<file path="config.mk">
export PLATFORM = sky130hd
export DESIGN_NAME = ftx_coder
export DESIGN_NICKNAME = d
export VERILOG_FILES = /design/src/include/ftx_pkg.sv /design/src/verilog/ftx_coder.sv /design/src/verilog/ftx_fifo.sv
export VERILOG_INCLUDE_DIRS = /design/src /design/src/include
export SDC_FILE = /design/constraint.sdc
export NUM_CORES = 1
export LEC_CHECK = 0
export BUFFER_PORTS_ARGS = -buffer_cell sky130_fd_sc_hd__buf_2
export CORE_MARGIN = 1.5
export CORE_UTILIZATION = 38
export DETAILED_ROUTE_END_ITERATION = 6
export PLACE_DENSITY = 0.58
export SETUP_SLACK_MARGIN = 0.05
export SYNTH_ARGS = -nofsm -noshare
export SYNTH_HDL_FRONTEND = slang
export SYNTH_SLANG_ARGS = --single-unit
</file>
<file path="constraint.sdc">
create_clock -name clock -period 4.65 [get_ports clock]
set_input_delay 0.93 -clock clock [delete_from_list [all_inputs] [get_ports clock]]
set_output_delay 0.93 -clock clock [all_outputs]
set_load 0.01 [all_outputs]
</file>
<file path="src/include/ftx_defs.svh">
`ifndef FTX_DEFS_SVH
`define FTX_DEFS_SVH

// Nibble, code-group and scrambler widths
`define FTX_NIB_W      4
`define FTX_SYM_W      5
`define FTX_LFSR_W     11

// Control code-groups and LPI nibble
`define FTX_CG_IDLE    5'h1F
`define FTX_CG_J       5'h18
`define FTX_CG_K       5'h11
`define FTX_CG_T       5'h0D
`define FTX_CG_R       5'h07
`define FTX_CG_HALT    5'h04
`define FTX_CG_LPI     5'h00
`define FTX_LPI_NIB    4'h1

// Scrambler taps and seed, x^11 + x^9 + 1
`define FTX_TAP_A      10
`define FTX_TAP_B      8
`define FTX_LFSR_SEED  11'h7FF

// Line timing
`define FTX_LINE_MBPS  125
`define FTX_CLK_MHZ    40
`define FTX_BIT_DIV    1
`define FTX_LAST_BIT   3'h4

`endif

</file>
<file path="src/include/ftx_pkg.sv">
`include "ftx_defs.svh"

package ftx_pkg;

   typedef enum logic [1:0] {
      ftx_st_idle = 2'h0,
      ftx_st_k    = 2'h1,
      ftx_st_data = 2'h3,
      ftx_st_r    = 2'h2
   } ftx_state_type;

   typedef struct packed {
      logic                      en;
      logic                      er;
      logic [`FTX_NIB_W-1:0]     nib;
   } ftx_word_type;

endpackage : ftx_pkg

</file>
<file path="src/verilog/ftx_coder.sv">
`timescale 1ns/10ps
`default_nettype none

// Operation
// RL1: Data nibble maps to fixed 5-bit code-group
// RL2: Frame start sends J then K
// RL3: Later preamble and data nibbles encoded
// RL4: Enable drop sends T then R
// RL5: Idle code-groups until enable returns
// RL6: Error, no enable, nibble 1 sends LPI
// RL7: Control code-group in data flagged invalid
// RL8: 11-bit LFSR XORed with serial stream
// RL9: Scrambler can be bypassed
// RL10: Line always NRZI encoded, no bypass
// RL11: Five line bits per accepted nibble
// RL12: Sequencing per standard transmit state machine
// RL13: Polynomial x^11+x^9+1, seed never zero
module ftx_coder
   import ftx_pkg::*;
#(
   parameter int BIT_DIV    = `FTX_BIT_DIV,
   parameter int FIFO_DEPTH = 8
) (
   input  wire logic                  clock,
   input  wire logic                  resetn,
   input  wire logic                  tx_valid,
   output logic                       tx_ready,
   input  wire logic                  tx_en,
   input  wire logic                  tx_er,
   input  wire logic [`FTX_NIB_W-1:0] txd,
   input  wire logic                  scr_bypass,
   output logic                       line_bit,
   output logic                       line_strobe,
   output logic [`FTX_SYM_W-1:0]      code_group,
   output logic                       code_err
);
   localparam int DW = (BIT_DIV > 1) ? $clog2(BIT_DIV) : 1;

   typedef struct packed {
      ftx_state_type              state;
      logic [DW-1:0]              div;
      logic [2:0]                 bit_cnt;
      logic [`FTX_SYM_W-1:0]      shreg;
      logic [`FTX_SYM_W-1:0]      group;
      logic [`FTX_LFSR_W-1:0]     lfsr;
      logic                       line;
      logic                       strobe;
      logic                       err;
   } ftx_coder_state_type;

   ftx_coder_state_type r;
   ftx_coder_state_type next_r;
   ftx_word_type        fifo_word;
   ftx_word_type        word;
   logic                fifo_valid;
   logic                fifo_pop;
   logic                bit_en;
   logic                load;
   logic                fb;
   logic                nrz;
   logic [`FTX_SYM_W-1:0] sym;

   // Nibble to data code-group
   function automatic logic [`FTX_SYM_W-1:0] enc4b5b(
      input logic [`FTX_NIB_W-1:0] n
   );
      case (n)
         4'h0:    enc4b5b = 5'h1E;
         4'h1:    enc4b5b = 5'h09;
         4'h2:    enc4b5b = 5'h14;
         4'h3:    enc4b5b = 5'h15;
         4'h4:    enc4b5b = 5'h0A;
         4'h5:    enc4b5b = 5'h0B;
         4'h6:    enc4b5b = 5'h0E;
         4'h7:    enc4b5b = 5'h0F;
         4'h8:    enc4b5b = 5'h12;
         4'h9:    enc4b5b = 5'h13;
         4'hA:    enc4b5b = 5'h16;
         4'hB:    enc4b5b = 5'h17;
         4'hC:    enc4b5b = 5'h1A;
         4'hD:    enc4b5b = 5'h1B;
         4'hE:    enc4b5b = 5'h1C;
         default: enc4b5b = 5'h1D;
      endcase
   endfunction : enc4b5b

   // Code-group is a data code
   function automatic logic is_data(
      input logic [`FTX_SYM_W-1:0] c
   );
      logic hit;
      hit = 1'b0;
      for (int i = 0; i < 16; i++) begin
         if (enc4b5b(4'(i)) == c) begin
            hit = 1'b1;
         end
      end
      is_data = hit;
   endfunction : is_data

   ftx_fifo #(
      .WIDTH ($bits(ftx_word_type)),
      .DEPTH (FIFO_DEPTH)
   ) u_fifo (
      .clock     (clock),
      .resetn    (resetn),
      .in_valid  (tx_valid),
      .in_ready  (tx_ready),
      .in_data   ({tx_en, tx_er, txd}),
      .out_valid (fifo_valid),
      .out_ready (fifo_pop),
      .out_data  (fifo_word)
   );

   // Bit-rate enable from divider
   assign bit_en   = (32'(r.div) == BIT_DIV - 1);
   assign load     = bit_en && (r.bit_cnt == `FTX_LAST_BIT); // see RL11
   assign fifo_pop = load && fifo_valid;
   assign word     = fifo_valid ? fifo_word : ftx_word_type'('0);
   assign fb       = r.lfsr[`FTX_TAP_A] ^ r.lfsr[`FTX_TAP_B]; // see RL13
   assign nrz      = scr_bypass ? r.shreg[`FTX_SYM_W-1] // see RL9
                               : r.shreg[`FTX_SYM_W-1] ^ fb; // see RL8

   assign line_bit    = r.line;
   assign line_strobe = r.strobe;
   assign code_group  = r.group;
   assign code_err    = r.err;

   always_comb begin
      next_r        = r;
      sym           = `FTX_CG_IDLE;
      next_r.strobe = 1'b0;
      next_r.err    = 1'b0;
      if (bit_en) begin
         next_r.div = '0;
      end else begin
         next_r.div = r.div + 1'b1;
      end
      if (bit_en) begin
         next_r.lfsr   = {r.lfsr[`FTX_LFSR_W-2:0], fb}; // see RL8
         next_r.line   = r.line ^ nrz; // see RL10
         next_r.strobe = 1'b1;
         next_r.shreg  = {r.shreg[`FTX_SYM_W-2:0], 1'b0};
         next_r.bit_cnt = r.bit_cnt + 3'h1;
      end
      if (load) begin
         case (r.state) // see RL12
            ftx_st_idle: begin
               if (word.en) begin
                  sym          = `FTX_CG_J; // see RL2
                  next_r.state = ftx_st_k;
               end else if (word.er && word.nib == `FTX_LPI_NIB) begin
                  sym = `FTX_CG_LPI; // see RL6
               end else begin
                  sym = `FTX_CG_IDLE; // see RL5
               end
            end
            ftx_st_k: begin
               sym          = `FTX_CG_K; // see RL2
               next_r.state = ftx_st_data;
            end
            ftx_st_data: begin
               if (!word.en) begin
                  sym          = `FTX_CG_T; // see RL4
                  next_r.state = ftx_st_r;
               end else if (word.er) begin
                  sym = `FTX_CG_HALT;
               end else begin
                  sym = enc4b5b(word.nib); // see RL1 RL3
               end
               next_r.err = word.en && !is_data(sym); // see RL7
            end
            ftx_st_r: begin
               sym          = `FTX_CG_R; // see RL4
               next_r.state = ftx_st_idle;
            end
            default: begin
               sym          = `FTX_CG_IDLE;
               next_r.state = ftx_st_idle;
            end
         endcase
         next_r.shreg   = sym;
         next_r.group   = sym;
         next_r.bit_cnt = 3'h0;
      end
      if (next_r.lfsr == '0) begin
         next_r.lfsr = `FTX_LFSR_SEED; // see RL13
      end
   end

   always_ff @(posedge clock or negedge resetn) begin
      if (!resetn) begin
         r.state   <= ftx_st_idle;
         r.div     <= '0;
         r.bit_cnt <= 3'h0;
         r.shreg   <= `FTX_CG_IDLE;
         r.group   <= `FTX_CG_IDLE;
         r.lfsr    <= `FTX_LFSR_SEED;
         r.line    <= 1'b0;
         r.strobe  <= 1'b0;
         r.err     <= 1'b0;
      end else begin
         r <= next_r;
      end
   end
endmodule : ftx_coder

`default_nettype wire

</file>
<file path="src/verilog/ftx_fifo.sv">
`timescale 1ns/10ps
`default_nettype none

module ftx_fifo #(
   parameter int WIDTH = 6,
   parameter int DEPTH = 8
) (
   input  wire logic             clock,
   input  wire logic             resetn,
   input  wire logic             in_valid,
   output logic                  in_ready,
   input  wire logic [WIDTH-1:0] in_data,
   output logic                  out_valid,
   input  wire logic             out_ready,
   output logic      [WIDTH-1:0] out_data
);
   localparam int AW = $clog2(DEPTH);

   typedef struct packed {
      logic [AW:0] wr;
      logic [AW:0] rd;
   } ftx_fifo_state_type;

   ftx_fifo_state_type r;
   ftx_fifo_state_type next_r;
   logic [WIDTH-1:0]   mem [DEPTH];
   logic               push;
   logic               pop;

   // Full when pointers differ only in the wrap bit
   assign in_ready  = (r.wr[AW] == r.rd[AW]) || (r.wr[AW-1:0] != r.rd[AW-1:0]);
   assign out_valid = (r.wr != r.rd);
   assign out_data  = mem[r.rd[AW-1:0]];
   assign push      = in_valid && in_ready;
   assign pop       = out_valid && out_ready;

   always_comb begin
      next_r = r;
      if (push) begin
         next_r.wr = r.wr + 1'b1;
      end
      if (pop) begin
         next_r.rd = r.rd + 1'b1;
      end
   end

   always_ff @(posedge clock or negedge resetn) begin
      if (!resetn) begin
         r <= '0;
      end else begin
         r <= next_r;
      end
   end

   always_ff @(posedge clock) begin
      if (push) begin
         mem[r.wr[AW-1:0]] <= in_data;
      end
   end
endmodule : ftx_fifo

`default_nettype wire

</file>
==> run metrics, run 1 <==
CP required 4.62 ns; Final Cycle Share 66.3%; cell area after layout 4030 um2; setup_tns 0 ns; Critical Path End Type flop; post-CTS resize count 0; Final Net Count 275; YS warnings 0; Synth Flop Type edfxtp_1; DRT antenna net count 0; initial core utilization 39.5%; via count 1948; DP HPWL 4170 um; Worst Max-Slew Pin Slew 1.26 ns; total grt overflow 0; DRT Pass-1 Iters 4; routability cong. 0.829; top cells by area, synth edfxtp_1 39%, dfstp_2 15%, dfrtp_1 11%; drt total wl 6220 um; internal power 1.64 mW; fmax 324 MHz; Slew Limit Fails 0; CTS clk-pin slew, worst paths 0.09 ns; Crit Path Category flop to flop; CTS root buf clkbuf_8; largest net degree at the start of global routing 38; Area Growth Syn to Fin 9.37%; DIE AREA 10300 um2; # rows 35; Tmin final 3.08 ns; Max Cap Viol 0; switching power 977 uW; clock sinks 85; vias in the first global route 1968; Sequential Power Share 43.4%; Final Setup Violations 0; htree depth 3; clock share of power 19.6%; max_slew headroom 15.5%; total power 2.62 mW; placed cells 379; Post-CTS Setup Bufs 0; drt drc 0; Distinct cells, synth 52; combinational power share 37.0%; total CTS buffers 9; filler instances 847; largest area contributor in the netlist edfxtp_1; leakage dissipation 1.48 nW; endpoints failing hold 0; Total GRT Usage 13.7%; Synth Register Bits 85; I/O Buffers 18; Placed Area 3830 um2; RSZ-0062 raised after global routing no; initial antenna violation count 0; core area 9330 um2; TritonCTS clock tree built; Power Density 651 nW/um2; Post-Syn Area 3680 um2; share of cells above drive strength 1 30.5%; diode count 0; share of the synthesized area in the top cell type 39.1%; First DRT Iteration DRCs 115; Chip Height 101 um; first-pass GRT wire length 10400 um; chip width 101 um; status complete, no violations; Synth async-reset ratio 43.5%; Setup crit start kind flop; CTS Buffer Depth 2; Max IR drop VDD 0.219 mV; worst hold path type flop to flop; Mean Syn Cell Area 14.9 um2; sequential area share after synthesis 65.0%; hold-fix buffers at CTS 0; Layout Skew 0.0121 ns; drt wl/cell 15.8 um; post-synthesis cell count 248; Non-Filler Instances 395; detailed-route vias per instance 4.93; io pins 19; switching part of the total 37.3%; number of synthesized flops with an enable pin 48; Synthesized Nets 262; crit path DAT 3.05 ns; worst skew pair latency 0.36 ns; critical path peak fanout 17
## logic make-up (layout without fill, tap and decap cells)
logic type | after synthesis | count (layout) | synth area share (%)
AO/OA/AOI/OAI | 31 | 31 | 7.00
other | 1 | 1 | 0.102
buffers and inverters | 20 | 38 | 3.29
multiplexers | 22 | 22 | 10.2
AND/OR/NAND/NOR | 71 | 71 | 9.75
flip-flops | 85 | 85 | 65.0
adder cells (fa/ha/maj) | 4 | 4 | 1.36
XOR/XNOR | 14 | 14 | 3.33
## worst paths after layout
path                             start                to  slack (ns)  cells after the start
setup / recovery           u_fifo.r[0]  u_fifo.mem[0][2]        1.57                      5
hold / removal                   r[21]             r[22]        0.45                      2
setup reg to reg           u_fifo.r[0]  u_fifo.mem[0][2]        1.57                      5
hold reg to reg                  r[21]             r[22]        0.45                      2
max in group asynchronous       resetn       u_fifo.r[0]        3.50                      1
min in group asynchronous       resetn       line_strobe        0.65                      1
## state kept, by name (all words and copies together) (netlist names)
register,cells
code_group,5
code_err,1
u_fifo.mem,48
r,21
line_bit,1
u_fifo.r,8
line_strobe,1
## power by group through the flow
stage	clock [mW]	combinational [mW]	sequential (mW)
5_1_grt	0.563	1.08	1.17
3_5_place_dp	0	0.979	1.16
2_1_floorplan	0	0.928	1.04
4_1_cts	0.531	0.982	1.14
6_report	0.513	0.971	1.14
3_3_place_gp	0	0.970	1.16
## through the flow
step | hold slack [ns] | utilization [%] | setup slack, ns
after detailed placement | 0.437 | 41.0 | 1.42
final | 0.448 | 43.2 | 1.57
after global placement | 0.441 | 41.0 | 1.48
after global routing | 0.486 | 43.2 | 1.20
after floorplan | 0.430 | - | 2.39
after CTS | 0.450 | 43.2 | 1.41
## layout by cell type, fill, tap and decap left out, drive strengths merged, types with 6 or more instances in the layout
master and count:
edfxtp 48, nand2 23, dfstp 21, buf 18, dfrtp 16, nor2 14
nand2b 14, mux4 11, clkbuf 9, xnor2 8, mux2 8, inv 8
xor2 6, o21ai 6
## routing by layer
metal  track usage, %  wire length [um]  vias to the layer above
met3             3.73               235                        6
met4             4.81                51                        0
met1             18.0              2960                      967
met2             22.0              2980                       41
met5                0                 0                        -
li1                 -                 -                      934
## cell type report
class,instances,area [um2],share of cell area [%]
inverters,4,15.0,0.373
clock inverters,7,76.3,1.89
clock buffers,9,124,3.07
flip-flops and latches,85,2390,59.4
multi-input cells,143,1170,29.0
well taps,129,161,4.01
repair buffers,18,90.1,2.24
## worst max-delay path, stage by stage, from the launching register on
cell and delay [ns]:
dfrtp_1 0.97, xnor2_1 0.23, nand4_1 0.16, and2_1 0.23, nand2b_1 0.14, nor3_1 0.97
## cell usage after synthesis, types with 5 or more instances
library cell,number
buf_4,5
clkbuf_1,5
dfrtp_1,16
dfstp_2,21
edfxtp_1,48
mux4_2,11
nand2_1,23
nand2b_1,14
nor2_1,14
xnor2_1,8
xor2_1,6
Power figures use the tool's default switching activity.
==> run 2: changes to the inputs <==
==> constraint.sdc (replaced) <==
create_clock -name clock -period 3 [get_ports clock]
set_input_delay 0.6 -clock clock [delete_from_list [all_inputs] [get_ports clock]]
set_output_delay 0.6 -clock clock [all_outputs]
set_load 0.01 [all_outputs]
==> run 2 against run 1 <==
Against the previous run:
- register-to-register slack got worse by 0.93 ns
- combinational power rose by 69%
- maximum frequency rose by 30%
- clock power rose by 45%
- worst setup slack got worse by 0.93 ns
- critical endpoint is now code_group[0]
- largest cell class unchanged
==> run metrics, run 2 (synthesis results as in run 1) <==
status complete, no violations; # rows 35 (unchanged); CP Cell Sequence buf_12 -> mux4_2 -> mux2i_1 -> nand2b_1 -> o31ai_1 -> a221oi_2 -> a21o_1; Placed Area 3920 um2 (+2.3%); Max Cap Viol 0 (unchanged); clock sinks 85 (unchanged); crit path DAT 2.67 ns (-0.38 ns); routability cong. 0.799 (-3.6%); utilization after layout 43.9% (+0.71 points); endpoints failing hold 0 (unchanged); placed cells 389 (+2.6%); I/O Buffers 18 (unchanged); reg2reg end code_group[0]; diode count 0 (unchanged); RSZ-0062 raised after global routing no; initial antenna violation count 0 (unchanged); CTS root buf clkbuf_8; io pins 19 (unchanged); r2r startpoint u_fifo.r[0]; Chip Height 101 um (unchanged); Sequential Power Share 41.8% (-1.6 points); drt wl/cell 15.5 um (-1.9%); drt total wl 6260 um (+0.58%); chip width 101 um (unchanged); most common cell after layout, fill and taps aside edfxtp_1; post-CTS resize count 0 (unchanged); htree depth 3 (unchanged); DRT antenna net count 0 (unchanged); First DRT Iteration DRCs 50 (-57%); met3 GRT Util 4.21% (+0.48 points); DRT Pass-1 Iters 4 (unchanged); hold-fix buffers at CTS 0 (unchanged); DP Worst Slack 0.621 ns (-0.798 ns); commonest cells after routing, fill and taps aside 48 x edfxtp_1, 23 x nand2_1, 21 x dfstp_2; busiest grt layer met2; total grt overflow 0 (unchanged); core area 9330 um2 (unchanged); Setup crit start kind flop; internal power 2.59 mW (+58%); Crit Path Category flop to flop; Area Growth Syn to Fin 11.2%; DP HPWL 4230 um (+1.5%); Non-Filler Instances 405 (+2.5%); max_slew headroom 48.1% (+33 points); Final WS setup 0.634 ns (-0.934 ns); cell area after layout 4100 um2 (+1.6%); critical path peak fanout 13 (-4); Layout Skew 0.00878 ns (-0.00330 ns); worst hold path type primary input to asynchronous set/reset pin; via count 1959 (+0.56%); total power 4.10 mW (+56%); Reg2Reg Depth 7 (+2); CTS Buffer Depth 2 (unchanged); vias in the first global route 1996 (+1.4%); Hold Slack 0.318 ns (-0.130 ns); Tmin final 2.37 ns (-0.716 ns); fmax 423 MHz (+30%); DIE AREA 10300 um2 (unchanged); CTS clk-pin slew, worst paths 0.09 ns (about the same); switching power 1.51 mW (+54%); initial core utilization 39.5% (unchanged); GRT met2 Usage 22.1% (+0.15 points); Final Setup Violations 0 (unchanged); total CTS buffers 9 (unchanged); CP max-delay cell mux4_2; M1 GR Usage 18.0% (-0.070 points); leakage dissipation 1.53 nW (+3.3%); largest net degree at the start of global routing 38 (unchanged); combinational power share 40.0% (+3.0 points); setup_tns 0 ns (unchanged); Total GRT Usage 13.9% (+0.17 points); share of cells above drive strength 1 33.0% (+2.5 points); Slew Limit Fails 0 (unchanged); Max IR drop VDD 0.397 mV (+82%); filler instances 847 (unchanged); worst skew pair latency 0.36 ns (about the same); clock share of power 18.1% (-1.5 points); Power Density 1000 nW/um2 (+54%); TritonCTS clock tree built; detailed-route vias per instance 4.84 (-1.9%); max incr delay on CP 0.51 ns (-0.46 ns); CP required 3.30 ns (-1.32 ns); first-pass GRT wire length 10500 um (+1.6%); flop-to-flop setup slack 0.63 ns (-0.93 ns); drt drc 0 (unchanged); switching part of the total 36.8% (-0.49 points); Worst Max-Slew Pin Slew 0.778 ns (-0.480 ns); Final Net Count 285 (+3.6%); Post-CTS Setup Bufs 0 (unchanged); Critical Path End Type flop; max reg flops 48 (unchanged); Final Cycle Share 78.9% (+13 points)
-- run 2: how the worst max path moves through the flow --
stage,start,end,cells past startpoint
floorplan,u_fifo.r[0],u_fifo.mem[0][0],8
global placement,u_fifo.r[0],code_group[0],7
detailed placement,u_fifo.r[0],code_group[0],7
CTS,u_fifo.r[0],code_group[0],7
global route,u_fifo.r[0],code_group[0],7
finish,u_fifo.r[0],code_group[0],7
-- run 2: worst max-delay path, delay by kind of cell, from the launching register on --
family                 cells  cell delay, ns
muxes                      2            0.86
buffers and inverters      1            0.20
AOI/OAI and AO/OA          3            0.51
and+or+nand+nor            1            0.26
DFF                        1            0.48
-- run 2: power by group through the flow --
stage                     Sequential [mW]  Clock (mW)  Combinational (mW)
after CTS                            1.72       0.771                1.66
final                                1.72       0.744                1.64
after global placement               1.74           0                1.63
after global routing                 1.75       0.822                1.82
after detailed placement             1.75           0                1.65
after floorplan                      1.61           0                1.44
-- run 2: routing by layer --
metal  vias to the layer above  routed length, um
met4                         0                102
met3                        10                201
met1                       962               2970
met2                        32               2980
met5                         -                  0
li1                        955                  -
-- run 2: area by class of cell --
class	instances	area, um2	share of cell area (%)
inverter	4	15.0	0.367
clock inverter	7	55.1	1.34
timing repair buffer	28	178	4.34
multi-input combinational	143	1170	28.5
sequential	85	2390	58.4
tap	129	161	3.94
clock buffer	9	124	3.02
==> run 3: changes to the inputs <==
--- a/config.mk
+++ b/config.mk
@@ -10,7 +10,7 @@
 export CORE_MARGIN = 1.5
 export CORE_UTILIZATION = 38
 export DETAILED_ROUTE_END_ITERATION = 6
-export PLACE_DENSITY = 0.58
+export PLACE_DENSITY = 0.6
 export SETUP_SLACK_MARGIN = 0.05
 export SYNTH_ARGS = -nofsm -noshare
 export SYNTH_HDL_FRONTEND = slang
==> constraint.sdc (replaced) <==
create_clock -name clock -period 2 [get_ports clock]
set_input_delay 0.4 -clock clock [delete_from_list [all_inputs] [get_ports clock]]
set_output_delay 0.4 -clock clock [all_outputs]
set_load 0.01 [all_outputs]
==> run 3 against run 2 <==
Against the previous run:
- the flow now finishes with violations (setup timing)
- via count rose by 7.1%
- register-to-register slack got worse by 0.78 ns
- worst setup slack got worse by 0.78 ns
- total power rose by 80%
- maximum frequency rose by 10%
- core utilization rose by 5.6 points
- critical path type unchanged
- largest cell class unchanged
==> run metrics, run 3 (synthesis results as in run 1) <==
initial core utilization 39.5% (unchanged); share of cells above drive strength 1 47.4% (+14 points); Max IR drop VDD 0.667 mV (+68%); setup_tns -1.23 ns (-1.23 ns); First DRT Iteration DRCs 79 (+58%); CTS Buffer Depth 2 (unchanged); DRT antenna net count 0 (unchanged); chip width 101 um (unchanged); worst hold path type primary input to asynchronous set/reset pin; worst skew pair latency 0.35 ns (about the same); Crit Path Category flop to flop; htree depth 3 (unchanged); drt wl/cell 15.1 um (-2.4%); RSZ-0062 raised after global routing yes; core area 9330 um2 (unchanged); CTS root buf clkbuf_8; CP max-delay cell mux4_2; DRT Pass-1 Iters 4 (unchanged); hold-fix buffers at CTS 0 (unchanged); via count 2099 (+7.1%); fmax 466 MHz (+10%); clock sinks 85 (unchanged); total grt overflow 0 (unchanged); CP Cell Sequence buf_12 -> buf_6 -> mux4_2 -> mux2_4 -> and2_4 -> a41oi_2 -> o21ai_2 -> o21ai_1; status finished with violations; vias in the first global route 2164 (+8.4%); cell area after layout 4620 um2 (+13%); I/O Buffers 18 (unchanged); critical path peak fanout 14 (+1); drt drc 0 (unchanged); Total GRT Usage 14.0% (+0.16 points); utilization after layout 49.5% (+5.6 points); Area Growth Syn to Fin 25.4%; leakage dissipation 1.78 nW (+16%); Tmin final 2.15 ns (-0.220 ns); total power 7.39 mW (+80%); Final Net Count 315 (+11%); Final Setup Violations 11 (+11); Placed Area 4270 um2 (+9.1%); failing checks setup timing; Final Cycle Share 107% (+28 points); detailed-route vias per instance 4.83 (-0.24%); commonest cells after routing, fill and taps aside 48 x edfxtp_1, 31 x buf_4, 21 x nand2_1, 21 x dfstp_2, 18 x buf_2; drt total wl 6560 um (+4.9%); max reg flops 48 (unchanged); total CTS buffers 9 (unchanged); routability cong. 0.820 (+2.6%); initial antenna violation count 0 (unchanged); Critical Path End Type flop; Power Density 1600 nW/um2 (+60%); # rows 35 (unchanged); CTS clk-pin slew, worst paths 0.09 ns (about the same); largest net degree at the start of global routing 26 (-32%); diode count 0 (unchanged); Hold Slack 0.0135 ns (-0.305 ns); most common cell after layout, fill and taps aside edfxtp_1; endpoints failing hold 0 (unchanged); max_slew headroom 65.4% (+17 points); max incr delay on CP 0.47 ns (-0.04 ns); first-pass GRT wire length 10600 um (+1.0%); Slew Limit Fails 0 (unchanged); crit path DAT 2.43 ns (-0.24 ns); filler instances 808 (-4.6%); DIE AREA 10300 um2 (unchanged); io pins 19 (unchanged); Final WS setup -0.146 ns (-0.780 ns); Chip Height 101 um (unchanged); TritonCTS clock tree built; Setup crit start kind flop; DP HPWL 4620 um (+9.3%); CP required 2.29 ns (-1.01 ns); Max Cap Viol 0 (unchanged); Layout Skew 0.00774 ns (-0.00104 ns); Worst Max-Slew Pin Slew 0.520 ns (-0.259 ns)
[run 3: worst max-delay path: cells and delay by family, from the launching register on]
family          cells  cell delay [ns]
mux                 2             0.77
compound gates      3             0.47
buf+inv             2             0.26
simple gates        1             0.18
flops               1             0.38
[run 3: worst paths after layout]
path                        startpoint  slack [ns]        to  cells after the start
max in group asynchronous       resetn        1.39     r[20]                      2
hold / removal                  resetn        0.01     r[26]                      1
setup reg to reg           u_fifo.r[0]       -0.15     r[23]                      8
min in group clock          scr_bypass        0.31  line_bit                      3
hold reg to reg                  r[21]        0.46     r[22]                      2
setup / recovery           u_fifo.r[0]       -0.15     r[23]                      8
[run 3: repair_timing]
item                                   in CTS  in global routing
buffers inserted                            2                  2
endpoints found under the hold margin       0                  0
setup endpoints to repair                  12                 31
cloned                                      0                  0
gates resized for setup                    11                  7
pin swaps                                   2                  5
[run 3: through the flow]
stage / cells / worst slack [ns]
floorplan: 248 / -0.0870
global placement: 415 / -0.178
detailed placement: 415 / -0.195
CTS: 433 / -0.164
global route: 435 / -0.271
finish: 435 / -0.146
[run 3: where the power goes]
group,switching [mW],internal [mW]
sequential,0.205,2.26
clock,0.630,0.723
combinational,1.72,1.85
[run 3: per-layer routing]
layer / vias to the layer above / global-route usage [%] / wire length, um
met4: 0 / 3.85 / 68
met5: - / 0 / 0
met2: 31 / 23.9 / 3370
li1: 1011 / - / -
met1: 1050 / 17.1 / 2930
met3: 7 / 4.76 / 189
[run 3: area by class of cell]
| type | count | area (um2) | share of cell area, % |
|---|---|---|---|
| well taps | 129 | 161 | 3.49 |
| multi-input cells | 143 | 1330 | 28.8 |
| clock inverters | 7 | 103 | 2.22 |
| repair buffers | 58 | 494 | 10.7 |
| inverters | 4 | 15.0 | 0.325 |
| clock buffers | 9 | 124 | 2.68 |
| flip-flops and latches | 85 | 2390 | 51.8 |
